--- config.mk ---
export PLATFORM = sky130hd
export DESIGN_NAME = vc1_cap_bank
export DESIGN_NICKNAME = d
export VERILOG_FILES = /design/src/design/vc1_cap_word.v /design/src/design/axil_resp_hold.v /design/src/design/vc1_cap_bank.v
export VERILOG_INCLUDE_DIRS = /design/src /design/src/design
export SDC_FILE = /design/constraint.sdc
export NUM_CORES = 1
export LEC_CHECK = 0
export BUFFER_PORTS_ARGS = -buffer_cell sky130_fd_sc_hd__buf_4
export CAP_MARGIN = 20
export CORE_UTILIZATION = 35
export CTS_CLUSTER_SIZE = 20
export DETAILED_ROUTE_END_ITERATION = 8
export PLACE_DENSITY = 0.54
export RECOVER_POWER = 100
export SYNTH_ARGS = -nofsm -noshare
export SYNTH_HDL_FRONTEND = slang
export SYNTH_SLANG_ARGS = --single-unit
--- constraint.sdc ---
create_clock -name aclk -period 4.45 [get_ports aclk]
set_input_delay 0.445 -clock aclk [delete_from_list [all_inputs] [get_ports aclk]]
set_output_delay 0.445 -clock aclk [all_outputs]
set_load 0.01 [all_outputs]
--- src/design/vc1_cap_regs.vh ---
// Offsets, field positions, reset values and bus codes for the VC1 capability word
`ifndef VC1_CAP_REGS_VH
`define VC1_CAP_REGS_VH

// ------------------------------------------------------------
// Register byte addresses
// ------------------------------------------------------------
`define VC1_RESOURCE_CAPABILITY_OFS 12'h15c
`define VC1_RESOURCE_CONTROL_OFS 12'h160
`define VC_PRESENT_OFS 12'h144
`define VC1_EEPROM_SLOTS_OFS 12'h170

// ------------------------------------------------------------
// Field positions
// ------------------------------------------------------------
`define ARB_CAP_LSB 0
`define ARB_CAP_MSB 7
`define AS_ONLY_BIT 14
`define SNOOP_REJ_BIT 15
`define MAX_SLOTS_LSB 16
`define MAX_SLOTS_MSB 22
`define TABLE_OFS_LSB 24
`define TABLE_OFS_MSB 31
`define VC_PRESENT_BIT 0
`define SLOTS_LOAD_BIT 31

// ------------------------------------------------------------
// Reset values
// ------------------------------------------------------------
`define ARB_CAP_ON 8'h19
`define ARB_CAP_OFF 8'h00
`define MAX_SLOTS_ON 7'h7f
`define MAX_SLOTS_OFF 7'h00
`define TABLE_OFS_ON 8'h08
`define TABLE_OFS_OFF 8'h00
`define AS_ONLY_RST 1'b0
`define SNOOP_REJ_RST 1'b0
`define VC_PRESENT_RST 1'b0
`define CTRL_RST 32'h0000_0000

// ------------------------------------------------------------
// AXI responses
// ------------------------------------------------------------
`define RESP_OKAY 2'b00
`define RESP_SLVERR 2'b10

`endif

--- src/design/vc1_cap_word.v ---
// Builds the VC1 capability word from the present flag and slot override
`timescale 1ns/1ps
module vc1_cap_word (
    // Presence and override
    input wire vc_present,
    input wire slots_ovr_valid,
    input wire [6:0] slots_ovr,
    // Result
    output wire [31:0] cap_word
);
`include "vc1_cap_regs.vh"

    wire [7:0] arb_cap;
    wire [6:0] max_slots;
    wire [7:0] table_ofs;

    // Schemes 19h: fixed, WRR128, time-based WRR128 (VC1 only)
    assign arb_cap = vc_present ? `ARB_CAP_ON : `ARB_CAP_OFF;
    // EEPROM-style override wins only while VC1 is present
    assign max_slots = !vc_present ? `MAX_SLOTS_OFF :
        (slots_ovr_valid ? slots_ovr : `MAX_SLOTS_ON);
    // Offset counted in sixteen_byte_unit steps
    assign table_ofs = vc_present ? `TABLE_OFS_ON : `TABLE_OFS_OFF;

    assign cap_word = {table_ofs, 1'b0, max_slots,
        `SNOOP_REJ_RST, `AS_ONLY_RST, 6'h00, arb_cap};

endmodule // vc1_cap_word

--- src/design/axil_resp_hold.v ---
// Holds one AXI4-Lite response until the master takes it
`timescale 1ns/1ps
module axil_resp_hold #(
    parameter W = 34
) (
    // Clock and reset
    input wire aclk,
    input wire aresetn,
    // Load side
    input wire load,
    input wire [W-1:0] load_data,
    // Response side
    output reg valid_q,
    input wire ready,
    output reg [W-1:0] data_q
);

    always @(posedge aclk) begin
        if (!aresetn) begin
            valid_q <= 1'b0;
            data_q <= {W{1'b0}};
        end else if (load) begin
            valid_q <= 1'b1;
            data_q <= load_data;
        end else if (ready) begin
            valid_q <= 1'b0;
        end
    end

endmodule // axil_resp_hold

--- src/design/vc1_cap_bank.v ---
// AXI4-Lite register bank holding the VC1 resource capability word
//
// Added by the designer: the AXI4-Lite interface to the registers.
`timescale 1ns/1ps

// ------------------------------------------------------------
// Overview of operation
// ------------------------------------------------------------
module vc1_cap_bank (
    // Clock and reset
    input wire aclk,
    input wire aresetn,
    // Write address
    input wire [11:0] s_axi_awaddr,
    input wire [2:0] s_axi_awprot,
    input wire s_axi_awvalid,
    output wire s_axi_awready,
    // Write data
    input wire [31:0] s_axi_wdata,
    input wire [3:0] s_axi_wstrb,
    input wire s_axi_wvalid,
    output wire s_axi_wready,
    // Write response
    output wire [1:0] s_axi_bresp,
    output wire s_axi_bvalid,
    input wire s_axi_bready,
    // Read address
    input wire [11:0] s_axi_araddr,
    input wire [2:0] s_axi_arprot,
    input wire s_axi_arvalid,
    output wire s_axi_arready,
    // Read data
    output wire [31:0] s_axi_rdata,
    output wire [1:0] s_axi_rresp,
    output wire s_axi_rvalid,
    input wire s_axi_rready,
    // Block state
    output reg vc1_present_q,
    output reg [31:0] vc1_control_q
);
`include "vc1_cap_regs.vh"

    // ------------------------------------------------------------
    // Decoding
    // ------------------------------------------------------------
    localparam A_CAP = 3'b001;
    localparam A_CTRL = 3'b010;
    localparam A_PRES = 3'b100;
    localparam A_SLOT = 3'b000;

    function [2:0] decode;
        input [11:0] addr;
        begin
            case ({addr[11:2], 2'b00})
                `VC1_RESOURCE_CAPABILITY_OFS: decode = A_CAP;
                `VC1_RESOURCE_CONTROL_OFS: decode = A_CTRL;
                `VC_PRESENT_OFS: decode = A_PRES;
                default: decode = A_SLOT;
            endcase
        end
    endfunction

    function mapped;
        input [11:0] addr;
        begin
            mapped = (decode(addr) != A_SLOT) ||
                ({addr[11:2], 2'b00} == `VC1_EEPROM_SLOTS_OFS);
        end
    endfunction

    function [31:0] merge;
        input [31:0] old;
        input [31:0] wd;
        input [3:0] st;
        integer i;
        begin
            merge = old;
            for (i = 0; i < 4; i = i + 1) begin
                if (st[i]) begin
                    merge[i*8 +: 8] = wd[i*8 +: 8];
                end
            end
        end
    endfunction

    // ------------------------------------------------------------
    // Write channel capture
    // ------------------------------------------------------------
    reg aw_held_q;
    reg [11:0] aw_addr_q;
    reg w_held_q;
    reg [31:0] w_data_q;
    reg [3:0] w_strb_q;
    reg present_next_q;
    reg [6:0] slots_ovr_q;
    reg slots_ovr_valid_q;
    wire bvalid_w;
    wire rvalid_w;
    wire do_write;
    wire [11:0] wr_addr;
    wire [31:0] wr_data;
    wire [3:0] wr_strb;
    wire [31:0] cap_word;
    wire [31:0] slot_reg;
    reg [31:0] rd_mux;

    // Only one write in flight: stall both channels while a response waits
    assign s_axi_awready = !aw_held_q && !bvalid_w;
    assign s_axi_wready = !w_held_q && !bvalid_w;

    assign wr_addr = aw_held_q ? aw_addr_q : s_axi_awaddr;
    assign wr_data = w_held_q ? w_data_q : s_axi_wdata;
    assign wr_strb = w_held_q ? w_strb_q : s_axi_wstrb;
    assign do_write = (aw_held_q || (s_axi_awvalid && s_axi_awready)) &&
        (w_held_q || (s_axi_wvalid && s_axi_wready));

    always @(posedge aclk) begin
        if (!aresetn) begin
            aw_held_q <= 1'b0;
            aw_addr_q <= 12'h000;
            w_held_q <= 1'b0;
            w_data_q <= 32'h0000_0000;
            w_strb_q <= 4'h0;
        end else if (do_write) begin
            aw_held_q <= 1'b0;
            w_held_q <= 1'b0;
        end else begin
            if (s_axi_awvalid && s_axi_awready) begin
                aw_held_q <= 1'b1;
                aw_addr_q <= s_axi_awaddr;
            end
            if (s_axi_wvalid && s_axi_wready) begin
                w_held_q <= 1'b1;
                w_data_q <= s_axi_wdata;
                w_strb_q <= s_axi_wstrb;
            end
        end
    end

    // ------------------------------------------------------------
    // Registers
    // ------------------------------------------------------------
    // Software may change the present bit, but the capability fields
    // follow it only at a next reset lasting one clock (a longer one clears the bit), so a read of the present bit can disagree with them.
    always @(posedge aclk) begin
        if (!aresetn) begin
            present_next_q <= `VC_PRESENT_RST;
            vc1_control_q <= `CTRL_RST;
            slots_ovr_q <= `MAX_SLOTS_OFF;
            slots_ovr_valid_q <= 1'b0;
        end else if (do_write) begin
            case (decode(wr_addr))
                A_PRES: begin
                    if (wr_strb[0]) begin
                        present_next_q <= wr_data[`VC_PRESENT_BIT];
                    end
                end
                A_CTRL: begin
                    vc1_control_q <= merge(vc1_control_q, wr_data, wr_strb);
                end
                A_CAP: begin
                    // Read-only word: writes are dropped
                end
                default: begin
                    if ({wr_addr[11:2], 2'b00} == `VC1_EEPROM_SLOTS_OFS) begin
                        if (wr_strb[0]) begin
                            slots_ovr_q <= wr_data[6:0];
                        end
                        if (wr_strb[3]) begin
                            slots_ovr_valid_q <= wr_data[`SLOTS_LOAD_BIT];
                        end
                    end
                end
            endcase
        end
    end

    // Strap caught on a clock edge while reset is held, no async path
    always @(posedge aclk) begin
        if (!aresetn) begin
            vc1_present_q <= present_next_q;
        end
    end

    vc1_cap_word u_cap (
        .vc_present(vc1_present_q),
        .slots_ovr_valid(slots_ovr_valid_q),
        .slots_ovr(slots_ovr_q),
        .cap_word(cap_word)
    );

    assign slot_reg = {slots_ovr_valid_q, 24'h000000, slots_ovr_q};

    // ------------------------------------------------------------
    // Write response
    // ------------------------------------------------------------
    axil_resp_hold #(
        .W(2)
    ) u_bresp (
        .aclk(aclk),
        .aresetn(aresetn),
        .load(do_write),
        .load_data(mapped(wr_addr) ? `RESP_OKAY : `RESP_SLVERR),
        .valid_q(bvalid_w),
        .ready(s_axi_bready),
        .data_q(s_axi_bresp)
    );
    assign s_axi_bvalid = bvalid_w;

    // ------------------------------------------------------------
    // Read path
    // ------------------------------------------------------------
    assign s_axi_arready = !rvalid_w;

    always @* begin
        rd_mux = 32'h0000_0000;
        case (decode(s_axi_araddr))
            A_CAP: rd_mux = cap_word;
            A_CTRL: rd_mux = vc1_control_q;
            A_PRES: rd_mux = {31'h0000_0000, present_next_q};
            default: begin
                if ({s_axi_araddr[11:2], 2'b00} == `VC1_EEPROM_SLOTS_OFS) begin
                    rd_mux = slot_reg;
                end
            end
        endcase
    end

    axil_resp_hold #(
        .W(34)
    ) u_rresp (
        .aclk(aclk),
        .aresetn(aresetn),
        .load(s_axi_arvalid && !rvalid_w),
        .load_data({mapped(s_axi_araddr) ? `RESP_OKAY : `RESP_SLVERR,
            rd_mux}),
        .valid_q(rvalid_w),
        .ready(s_axi_rready),
        .data_q({s_axi_rresp, s_axi_rdata})
    );
    assign s_axi_rvalid = rvalid_w;

endmodule // vc1_cap_bank

==> Yosys cells after proc, flatten, opt, wreduce, memory -nomap -nowiden <==
Index checks and enable logic that the tools add are counted.
{ "totals": {"regBits": 130, "inputBits": 73, "output_inout_bits": 74, "word_cells": 82} }
{ "op_classes": {"eq_ne": 14, "n_mux": 19, "n_bitwise": 3, "n_reduce_logical": 29} }
{ "ops": {"columns": ["op", "count"], "rows": [
  ["one-hot mux 32 bit (3 select lines)", 1],
  ["equality test 10 x 7 -> 1 bit, second input constant", 8],
  ["two-way mux 32 bit", 2],
  ["one-hot mux 3 bit (3 select lines)", 2],
  ["AND reduction 3 bit", 5],
  ["two-way mux 7 bit", 2],
  ["two-way mux 12 bit", 1],
  ["two-way mux 4 bit", 2],
  ["AND reduction 4 bit", 2],
  ["equality test 3 x 1 -> 1 bit, second input constant", 2],
  ["equality test 3 x 2 -> 1 bit, second input constant", 2],
  ["equality test 3 bit, second input constant", 2],
  ["logical AND 1 bit", 6],
  ["two-way mux 3 bit", 2],
  ["nonzero test 3 bit", 2],
  ["two-way mux 5 bit", 1],
  ["zero test 1 bit", 4],
  ["logical OR 1 bit", 4],
  ["two-way mux 1 bit", 4],
  ["two-way mux 2 bit", 2],
  ["AND reduction 2 bit", 2],
  ["nonzero test 2 bit", 2],
  ["NOT 1 bit", 3],
  ["OR reduction 3 bit", 1],
  ["OR reduction 2 bit", 1]
]} }

==> Logic depth before layout (Yosys ltp) <==
Gate-level depths: netlist of run 1.
{ "depth": {"depth_word": 11, "depth_mapped": 8, "depth_no_buf": 4} }

==> By module <==
From an unflattened synthesis of run 1, not the netlist that was laid out.
{ "hier_totals": {"cells_unflattened": 675, "hier_area_um2": 6157.2} }
{ "modules_own_cells": {"columns": ["mod", "instances", "cells_per_inst", "area_per_inst_um2", "seq_area_each_um2"], "rows": [
  ["vc1_cap_bank", 1, 514, 4426.7, 1811.7],
  ["axil_resp_hold at u_rresp", 1, 112, 1350.0, 700.7],
  ["vc1_cap_word", 1, 40, 274.0, 0.0],
  ["axil_resp_hold at u_bresp", 1, 9, 106.4, 60.1]
]} }

==> Least setup slack after synthesis of run 1 <==
OpenSTA, ideal clock, no wires.
{ "synth_timing": {"path_kind": "input-to-reg", "start": "input s_axi_araddr[9]", "end": "register u_rresp.data_q[27]", "setup_ps": 59, "arrival_ps": 1984, "t_required_ps": 4391, "path_slack_ps": 2407, "path_stages": 5, "path_buffers": 1, "cell_sequence": "or4b_1 -> or4_1 -> clkbuf_1 -> a21bo_1 -> a22o_1"} }
{ "synth_between": {"elab_chain_cells": 4} }
{ "synth_lines": {"columns": ["element", "line_no", "rtl"], "rows": [
  ["start, declared", "vc1_cap_bank.v:28", "input wire [11:0] s_axi_araddr,"],
  ["equality test 10 x 7 -> 1 bit", "vc1_cap_bank.v:54", "case ({addr[11:2], 2'b00})"],
  ["one-hot mux 3 bit (3 select lines) (*)", "vc1_cap_bank.v:54", null],
  ["equality test 3 bit (tied with other cells)", "vc1_cap_bank.v:217", "case (decode(s_axi_araddr))"],
  ["one-hot mux 32 bit (3 select lines) (*)", "vc1_cap_bank.v:217", null],
  ["end signal, assigned", "axil_resp_hold.v:21", "data_q <= {W{1'b0}};"],
  ["end signal, assigned", "axil_resp_hold.v:24", "data_q <= load_data;"],
  ["end, declared", "axil_resp_hold.v:15", "output reg [W-1:0] data_q"]
]} }
Every way passes the cells marked *; elsewhere a longest branch is shown, timed or not.
A chain may end at the register's enable or synchronous reset.

==> Worst setup path in the final report of run 1 <==
{ "layout_timing": {"start": "register u_rresp.valid_q", "end": "register u_rresp.data_q[28]"} }
{ "layout_between": {"elab_chain_cells": 2} }
{ "layout_lines": {"columns": ["element", "line_no", "rtl"], "rows": [
  ["start, declared", "axil_resp_hold.v:13", "output reg valid_q,"],
  ["start signal, assigned", "axil_resp_hold.v:20", "valid_q <= 1'b0;"],
  ["start signal, assigned", "axil_resp_hold.v:23", "valid_q <= 1'b1;"],
  ["start signal, assigned", "axil_resp_hold.v:26", "valid_q <= 1'b0;"],
  ["zero test 1 bit", "vc1_cap_bank.v:234", ".load(s_axi_arvalid && !rvalid_w),"],
  ["logical AND 1 bit", "vc1_cap_bank.v:234", null]
]} }
No other way between the ends.

==> results of run 1 <==
worst register-to-register path: cells and delay by family, from the launching register on:
kind | cells | cell delay, ns
AND/OR/NAND/NOR | 3 | 1.93
buffers and inverters | 1 | 0.55
flip-flops | 1 | 0.33
AO/OA/AOI/OAI | 1 | 0.20
worst paths after layout:
kind                                      to  slack (ns)  cells past startpoint
max          u_rresp.data_q[28]$_SDFFE_PN0P_        1.37                      5
min                aw_addr_q[6]$_SDFFE_PN0P_        0.28                      3
max reg2reg  u_rresp.data_q[28]$_SDFFE_PN0P_        1.37                      5
min reg2reg         w_data_q[3]$_SDFFE_PN0P_        0.45                      2
state kept, by name (all words and copies together), names as in the netlist:
signal	count
vc1_control_q	32
u_rresp.data_q	33
u_bresp.data_q	1
slots_ovr_valid_q	1
w_strb_q	4
present_next_q	1
w_held_q	1
aw_held_q	1
u_bresp.valid_q	1
slots_ovr_q	7
vc1_present_q	1
u_rresp.valid_q	1
w_data_q	32
aw_addr_q	10
kinds of logic after synthesis:
family	Yosys count	share of synthesized area, %
buffers and inverters	44	3.25
xor gates and xnor gates	3	0.467
and+or+nand+nor	242	21.1
muxes	95	17.7
AOI/OAI and AO/OA	99	12.3
other	1	0.0666
DFF	126	45.0
cell usage in the layout, fill, tap and decap left out, types with 3 or more instances in the layout:
| cell | n |
|---|---|
| or3b_2 | 3 |
| nand2b_1 | 6 |
| mux2i_1 | 57 |
| clkbuf_1 | 81 |
| nor2b_1 | 9 |
| o21ai_0 | 5 |
| nand3b_1 | 5 |
| dfxtp_1 | 124 |
| nor4b_1 | 3 |
| o21a_1 | 3 |
| a31oi_1 | 3 |
| inv_1 | 5 |
| nor2_1 | 37 |
| a22oi_1 | 18 |
| a22o_1 | 8 |
| a21oi_1 | 41 |
| clkbuf_8 | 3 |
| clkinv_2 | 5 |
| buf_4 | 63 |
| mux2_2 | 38 |
| nor3_1 | 3 |
| clkbuf_16 | 17 |
| a2bb2oi_1 | 5 |
| nand2_1 | 147 |
| o2bb2ai_1 | 7 |
| nand4_1 | 11 |
cell usage after synthesis, drive strengths merged (5+ instances only):
library cell	n
nand2	147
or3b	5
nand4	11
nor2b	9
a21oi	41
a2bb2oi	5
nand3b	5
mux2i	57
o21ai	5
dfxtp	125
a22o	8
nor2	37
mux2	38
nand2b	6
o2bb2ai	7
a22oi	19
clkbuf	32
buf	7
metal layers:
layer | global-route usage, % | wire [um] | up-vias
met5 | 0 | 0 | -
li1 | - | - | 2369
met3 | 5.28 | 677 | 17
met4 | 7.96 | 252 | 0
met1 | 22.8 | 7140 | 2314
met2 | 32.7 | 7440 | 110
through the flow:
stage               cell area (um^2)  util, %  setup WS, ns
detailed placement              6790     44.0          1.91
global route                    6990     45.3          1.09
finish                          6990     45.3          1.37
global placement                6790     44.0          1.98
floorplan                       5630        -          2.41
CTS                             7360     47.7          1.87
power breakdown:
| group | internal [mW] | switching [mW] | leakage [nW] |
|---|---|---|---|
| Combinational | 0.119 | 0.150 | 1.59 |
| Sequential | 1.16 | 0.0209 | 1.02 |
| Clock | 0.864 | 0.478 | 0.285 |
layout make-up:
type | count | area [um^2]
clock buffer | 25 | 485
clock inverter | 7 | 85.1
fill | 1594 | 8440
inverter | 5 | 18.8
multi-input combinational | 441 | 2840
sequential | 126 | 2530
tap | 211 | 264
timing repair buffer | 140 | 766
==> summary.txt, run 1 <==
Clocking
  • Clock Tree Buf Depth: 2
  • Number of H-tree levels: 4
  • Post-CTS Setup Inserts: 0
  • Cts hold-fix bufs: 0
  • TritonCTS clock tree: built
  • Sinks on the clock net: around 130
  • Cell at the root of the clock tree: clkbuf_16
  • Worst-Skew Late Latency: 0.41 ns
  • Clock-pin slew of the registers on the worst-case setup and hold paths: approximately 0.050 ns
  • Total of cells resized after clock tree synthesis: 0
  • Clock buffer count from CTS: 17

Logic synthesis
  • Ys async rst share: 0%
  • Total standard cell area after synthesis: between 5000 and 6000 um^2
  • Synth area leader: dfxtp_1
  • Number of synthesized flops with an enable pin: 1
  • Count of mapped cells out of synthesis: 610
  • Proportion of synthesized chip area in sequential cells: a little under half
  • Yosys warning count: 0
  • Predominant post-synthesis flop cell: dfxtp_1
  • Mean post-synth cell area: 9.22 um^2
  • Leading post-synthesis cells by cell area: dfxtp_1 (44%), mux2i_1 (10%), nand2_1 (9.8%)
  • Number of register bits inferred by synthesis: 126
  • Cell variety after synth: 54
  • Area share of the largest cell type after synthesis: between 40% and 50%

Die
  • Die outline area: about 17000 um^2
  • Die outline width: 129 um
  • Number of top-level pins: about 150
  • Total number of placement rows: 45
  • Die height: around 130 um
  • Placeable core region: between 15000 and 20000 um^2
  • Initial Utilization: 36.5%

Setup path
  • Cell class contributing the biggest share of worst-path delay: simple AND/OR/NAND/NOR gates
  • Worst-path cell with the longest stage delay: nor4_2
  • Type of destination of the critical path: flop
  • Launching point of the worst reg2reg path: u_rresp.valid_q$_SDFFE_PN0P_
  • Required time at the worst-slack endpoint: roughly 4.8 ns
  • Delay contributed by the slowest stage of the critical path: ~1.6 ns
  • Critical path launch point: u_rresp.valid_q$_SDFFE_PN0P_
  • CP cell instances: nand2b_1 > clkbuf_1 > nor4_2 > a22oi_1 > nor2_1
  • Critical path data arrival time: 3.41 ns
  • Largest fanout on the critical path: 26
  • Category of the most critical setup path: reg2reg
  • Setup crit start kind: flop
  • Combined buffer and inverter count along the critical path: 1

Drt
  • Pre-antenna DRT Iters: 5
  • Via count: 4810
  • Via density per instance: about 5.0
  • Routed length per placed instance: 16.2 um
  • Overall routed net length: 15.5 mm
  • Detail Route Antenna Nets: 0
  • Number of DRC violations after detailed-routing iteration 0: approximately 160
  • Residual DRC count: 0

Run status
  • Status: finished, violations left
  • Violated checks: max-capacitance violations, max-slew violations

Finish
  • P&R area growth vs syn: 24.2%
  • Layout cell share with drive strength beyond 1: between 15 and 20%
  • Number of nets at the end of the flow: 804
  • Diodes inserted: 0
  • Non-filler instance count after layout: 955

Timing
  • Transition at the pin with the smallest max-transition slack: between 2 and 2.5 ns
  • RSZ-0062 raised after global routing: no
  • Worst slew slack as a fraction of its limit: -34.9%
  • Shortest period the worst path allows: 3.08 ns
  • Worst setup skew after layout: 0.00638 ns
  • Final hold vios: 0
  • Final cycle utilization of the critical path: 69.3%
  • Count of pins over their slew limit: just over 90
  • Hold WS: 0.280 ns
  • Endpoints failing setup: 0
  • Post-route setup TNS: 0 ns
  • Achievable frequency: approximately 320 MHz

Placement
  • Post-detail-place hpwl: 10.7 mm
  • Last weighted congestion value of the routability-driven placer: 0.798
  • Count of buffers inserted at the top-level ports: between 100 and 150
  • Cell count after placement: 923

Power and ir drop
  • Maximum VDD drop: roughly 0.25 mV
  • Static Leakage: around 2.9 nW
  • PD cells: 399 nW/um^2
  • Final Power: about 2.8 mW

Global route
  • First-pass GRT wire length: around 24 mm
  • Vias in the first global route: 4738
  • Largest net degree at the start of global routing: between 80 and 90
  • Antenna violations before repair: 0
  • Total congestion overflow: 0
  • GRT Total Usage: 19.2%

Run
  • Max-cap check violation count: 3

Worst hold path
  • Origin of the worst min-delay path: s_axi_awaddr[6]
  • Type of the worst min-delay path: in2reg
Power figures use the tool's default switching activity.
==> inputs of run 2 (changes only) <==
==> constraint.sdc (replaced) <==
create_clock -name aclk -period 2.9 [get_ports aclk]
set_input_delay 0.29 -clock aclk [delete_from_list [all_inputs] [get_ports aclk]]
set_output_delay 0.29 -clock aclk [all_outputs]
set_load 0.01 [all_outputs]
==> summary.txt, run 2 (synthesized netlist as in run 1, its figures left out) <==
Finish
  • Highest-count cells in the layout ignoring fill and taps: nand2_1 (147), dfxtp_1 (125), clkbuf_1 (77) (was nand2_1 (147), dfxtp_1 (124), clkbuf_1 (81))
  • Diodes inserted: 0 (unchanged)
  • Number of nets at the end of the flow: 807 (was 804)
  • Fin area: 7070 um^2 (was 6990 um^2)
  • Regs by FF count: u_rresp.data_q: 33 flops, vc1_control_q: 32 flops, w_data_q: 32 flops (unchanged)
  • P&R area growth vs syn: 25.7% (was 24.2%)
  • Layout cell share with drive strength beyond 1: 19.8% (was 18.4%)
  • Non-filler instance count after layout: 958 (was 955)
  • Largest reg by FF count: u_rresp.data_q (unchanged)
  • Most common library cell in the layout ignoring fill and taps: nand2_1 (unchanged)
  • Number of flip-flops in the largest register: 33 (unchanged)

Drt
  • Sum of met3 wire segment lengths after detailed routing: 808 um (was 677 um)
  • Number of DRC violations after detailed-routing iteration 0: 234 (was 163)
  • Highest layer used for signal routing: met4 (unchanged)
  • Routed length per placed instance: 16.0 um (was 16.2 um)
  • Detail Route Antenna Nets: 0 (unchanged)
  • Overall routed net length: 15.4 mm (was 15.5 mm)
  • Via count: 4759 (was 4810)
  • Pre-antenna DRT Iters: 7 (was 5)
  • Residual DRC count: 0 (unchanged)
  • Via density per instance: 4.97 (was 5.04)
  • Routed length on met2: 7.22 mm (was 7.44 mm)
  • Routed length on met1: 7.06 mm (was 7.14 mm)

Power and ir drop
  • Maximum VDD drop: 0.381 mV (was 0.249 mV)
  • Static Leakage: 2.98 nW (was 2.90 nW)
  • PD cells: 598 nW/um^2 (was 399 nW/um^2)
  • Final Power: 4.23 mW (was 2.79 mW)

Timing
  • Final cycle utilization of the critical path: between 70% and 80%
  • Shortest period the worst path allows: between 2 and 2.5 ns
  • Post-route setup TNS: 0 ns (unchanged)
  • Achievable frequency: between 400 and 500 MHz
  • Final hold vios: 0 (unchanged)
  • Count of pins over their slew limit: 0 (was 91)
  • Worst slew slack as a fraction of its limit: 2.98% (was -34.9%)
  • Transition at the pin with the smallest max-transition slack: 1.46 ns (was 2.02 ns)
  • Worst setup skew after layout: 0.00504 ns (was 0.00638 ns)
  • Hold WS: 0.120 ns (was 0.280 ns)
  • Endpoints failing setup: 0 (unchanged)
  • RSZ-0062 raised after global routing: no (unchanged)

Setup path
  • Category of the most critical setup path: in2reg (was reg2reg)
  • Worst-path cell with the longest stage delay: clkbuf_1 (was nor4_2)
  • CP cell instances: clkbuf_1 > inv_2 > buf_2 > a21oi_1 (was nand2b_1 > clkbuf_1 > nor4_2 > a22oi_1 > nor2_1)
  • Type of destination of the critical path: flop (unchanged)
  • Required time at the worst-slack endpoint: 3.23 ns (was 4.78 ns)
  • Setup crit start kind: input port (was flop)
  • Delay contributed by the slowest stage of the critical path: 1.03 ns (was 1.61 ns)
  • Critical path data arrival time: 2.62 ns (was 3.41 ns)
  • Largest fanout on the critical path: 59 (was 26)

Clocking
  • Cell at the root of the clock tree: clkbuf_16 (unchanged)
  • Sinks on the clock net: 126 (unchanged)
  • Post-CTS Setup Inserts: 0 (unchanged)
  • TritonCTS clock tree: built (unchanged)
  • Worst-Skew Late Latency: 0.41 ns (about the same)
  • Clock-pin slew of the registers on the worst-case setup and hold paths: 0.05 ns (about the same)
  • Clock Tree Buf Depth: 2 (unchanged)
  • Cts hold-fix bufs: 0 (unchanged)
  • Clock buffer count from CTS: 17 (unchanged)
  • Total of cells resized after clock tree synthesis: 0 (unchanged)
  • Number of H-tree levels: 4 (unchanged)

Global route
  • Antenna violations before repair: 0 (unchanged)
  • GRT Total Usage: 19.4% (was 19.2%)
  • Total congestion overflow: 0 (unchanged)
  • Largest net degree at the start of global routing: 60 (was 81)
  • Vias in the first global route: 4753 (was 4738)
  • First-pass GRT wire length: 24.4 mm (was 24.3 mm)

Placement
  • Last weighted congestion value of the routability-driven placer: 0.811 (was 0.798)
  • Cell count after placement: 926 (was 923)
  • Placed Area: 6810 um^2 (was 6790 um^2)
  • Count of buffers inserted at the top-level ports: 134 (unchanged)
  • Post-detail-place hpwl: 10.6 mm (was 10.7 mm)

Die
  • Initial Utilization: 36.5% (unchanged)
  • Number of top-level pins: 147 (unchanged)
  • Die outline width: 129 um (unchanged)
  • Placeable core region: 15400 um^2 (unchanged)
  • Die height: 129 um (unchanged)
  • Total number of placement rows: 45 (unchanged)
  • Die outline area: 16600 um^2 (unchanged)

Worst hold path
  • Type of the worst min-delay path: in2reg (unchanged)

Run status
  • Status: completed (was finished, violations left)

Run
  • Max-cap check violation count: 0 (was 3)
run 2: changes by cell type in the layout (fill, tap and decap cells not counted), moves of 4 or more:
cell	change
buf_4	+5
nand4_1	-5
clkbuf_1	-4
nand4_4	+5
run 2: worst paths after layout:
path,endpoint,cells past startpoint,slack [ns],start
max reg2reg,vc1_control_q[18]$_SDFFE_PN0P_,4,0.62,aw_held_q$_SDFFE_PP0P_
min,aw_addr_q[6]$_SDFFE_PN0P_,3,0.12,s_axi_awaddr[6]
max,w_data_q[13]$_SDFFE_PN0P_,4,0.60,aresetn
min reg2reg,w_data_q[0]$_SDFFE_PN0P_,2,0.45,w_data_q[0]$_SDFFE_PN0P_
run 2: worst max-delay path: cells and delay by family:
kind	cells	cell delay (ns)
buffers and inverters	3	1.99
AOI/OAI and AO/OA	1	0.29
run 2: layer usage:
metal / global-route usage (%) / vias up
met2: 32.5 / 116
met3: 5.90 / 17
met4: 7.61 / 0
met5: 0 / -
met1: 23.1 / 2247
li1: - / 2379
run 2: per-stage QoR:
step           setup WS, ns  util [%]
2_1_floorplan         0.939         -
4_1_cts               0.594      47.8
6_report              0.604      45.9
3_5_place_dp          0.605      44.2
5_1_grt               0.307      45.9
3_3_place_gp          0.678      44.2
run 2: area by class of cell:
cell class,count,area (um^2)
clock buffer,26,499
clock inverter,6,57.6
fill,1593,8350
inverter,5,18.8
multi-input combinational,441,2900
sequential,126,2530
tap,211,264
timing repair buffer,143,798
run 2: power breakdown:
group	leakage, nW	switching, mW	internal, mW
logic	1.68	0.227	0.186
clock network	0.274	0.740	1.26
registers	1.02	0.0379	1.78
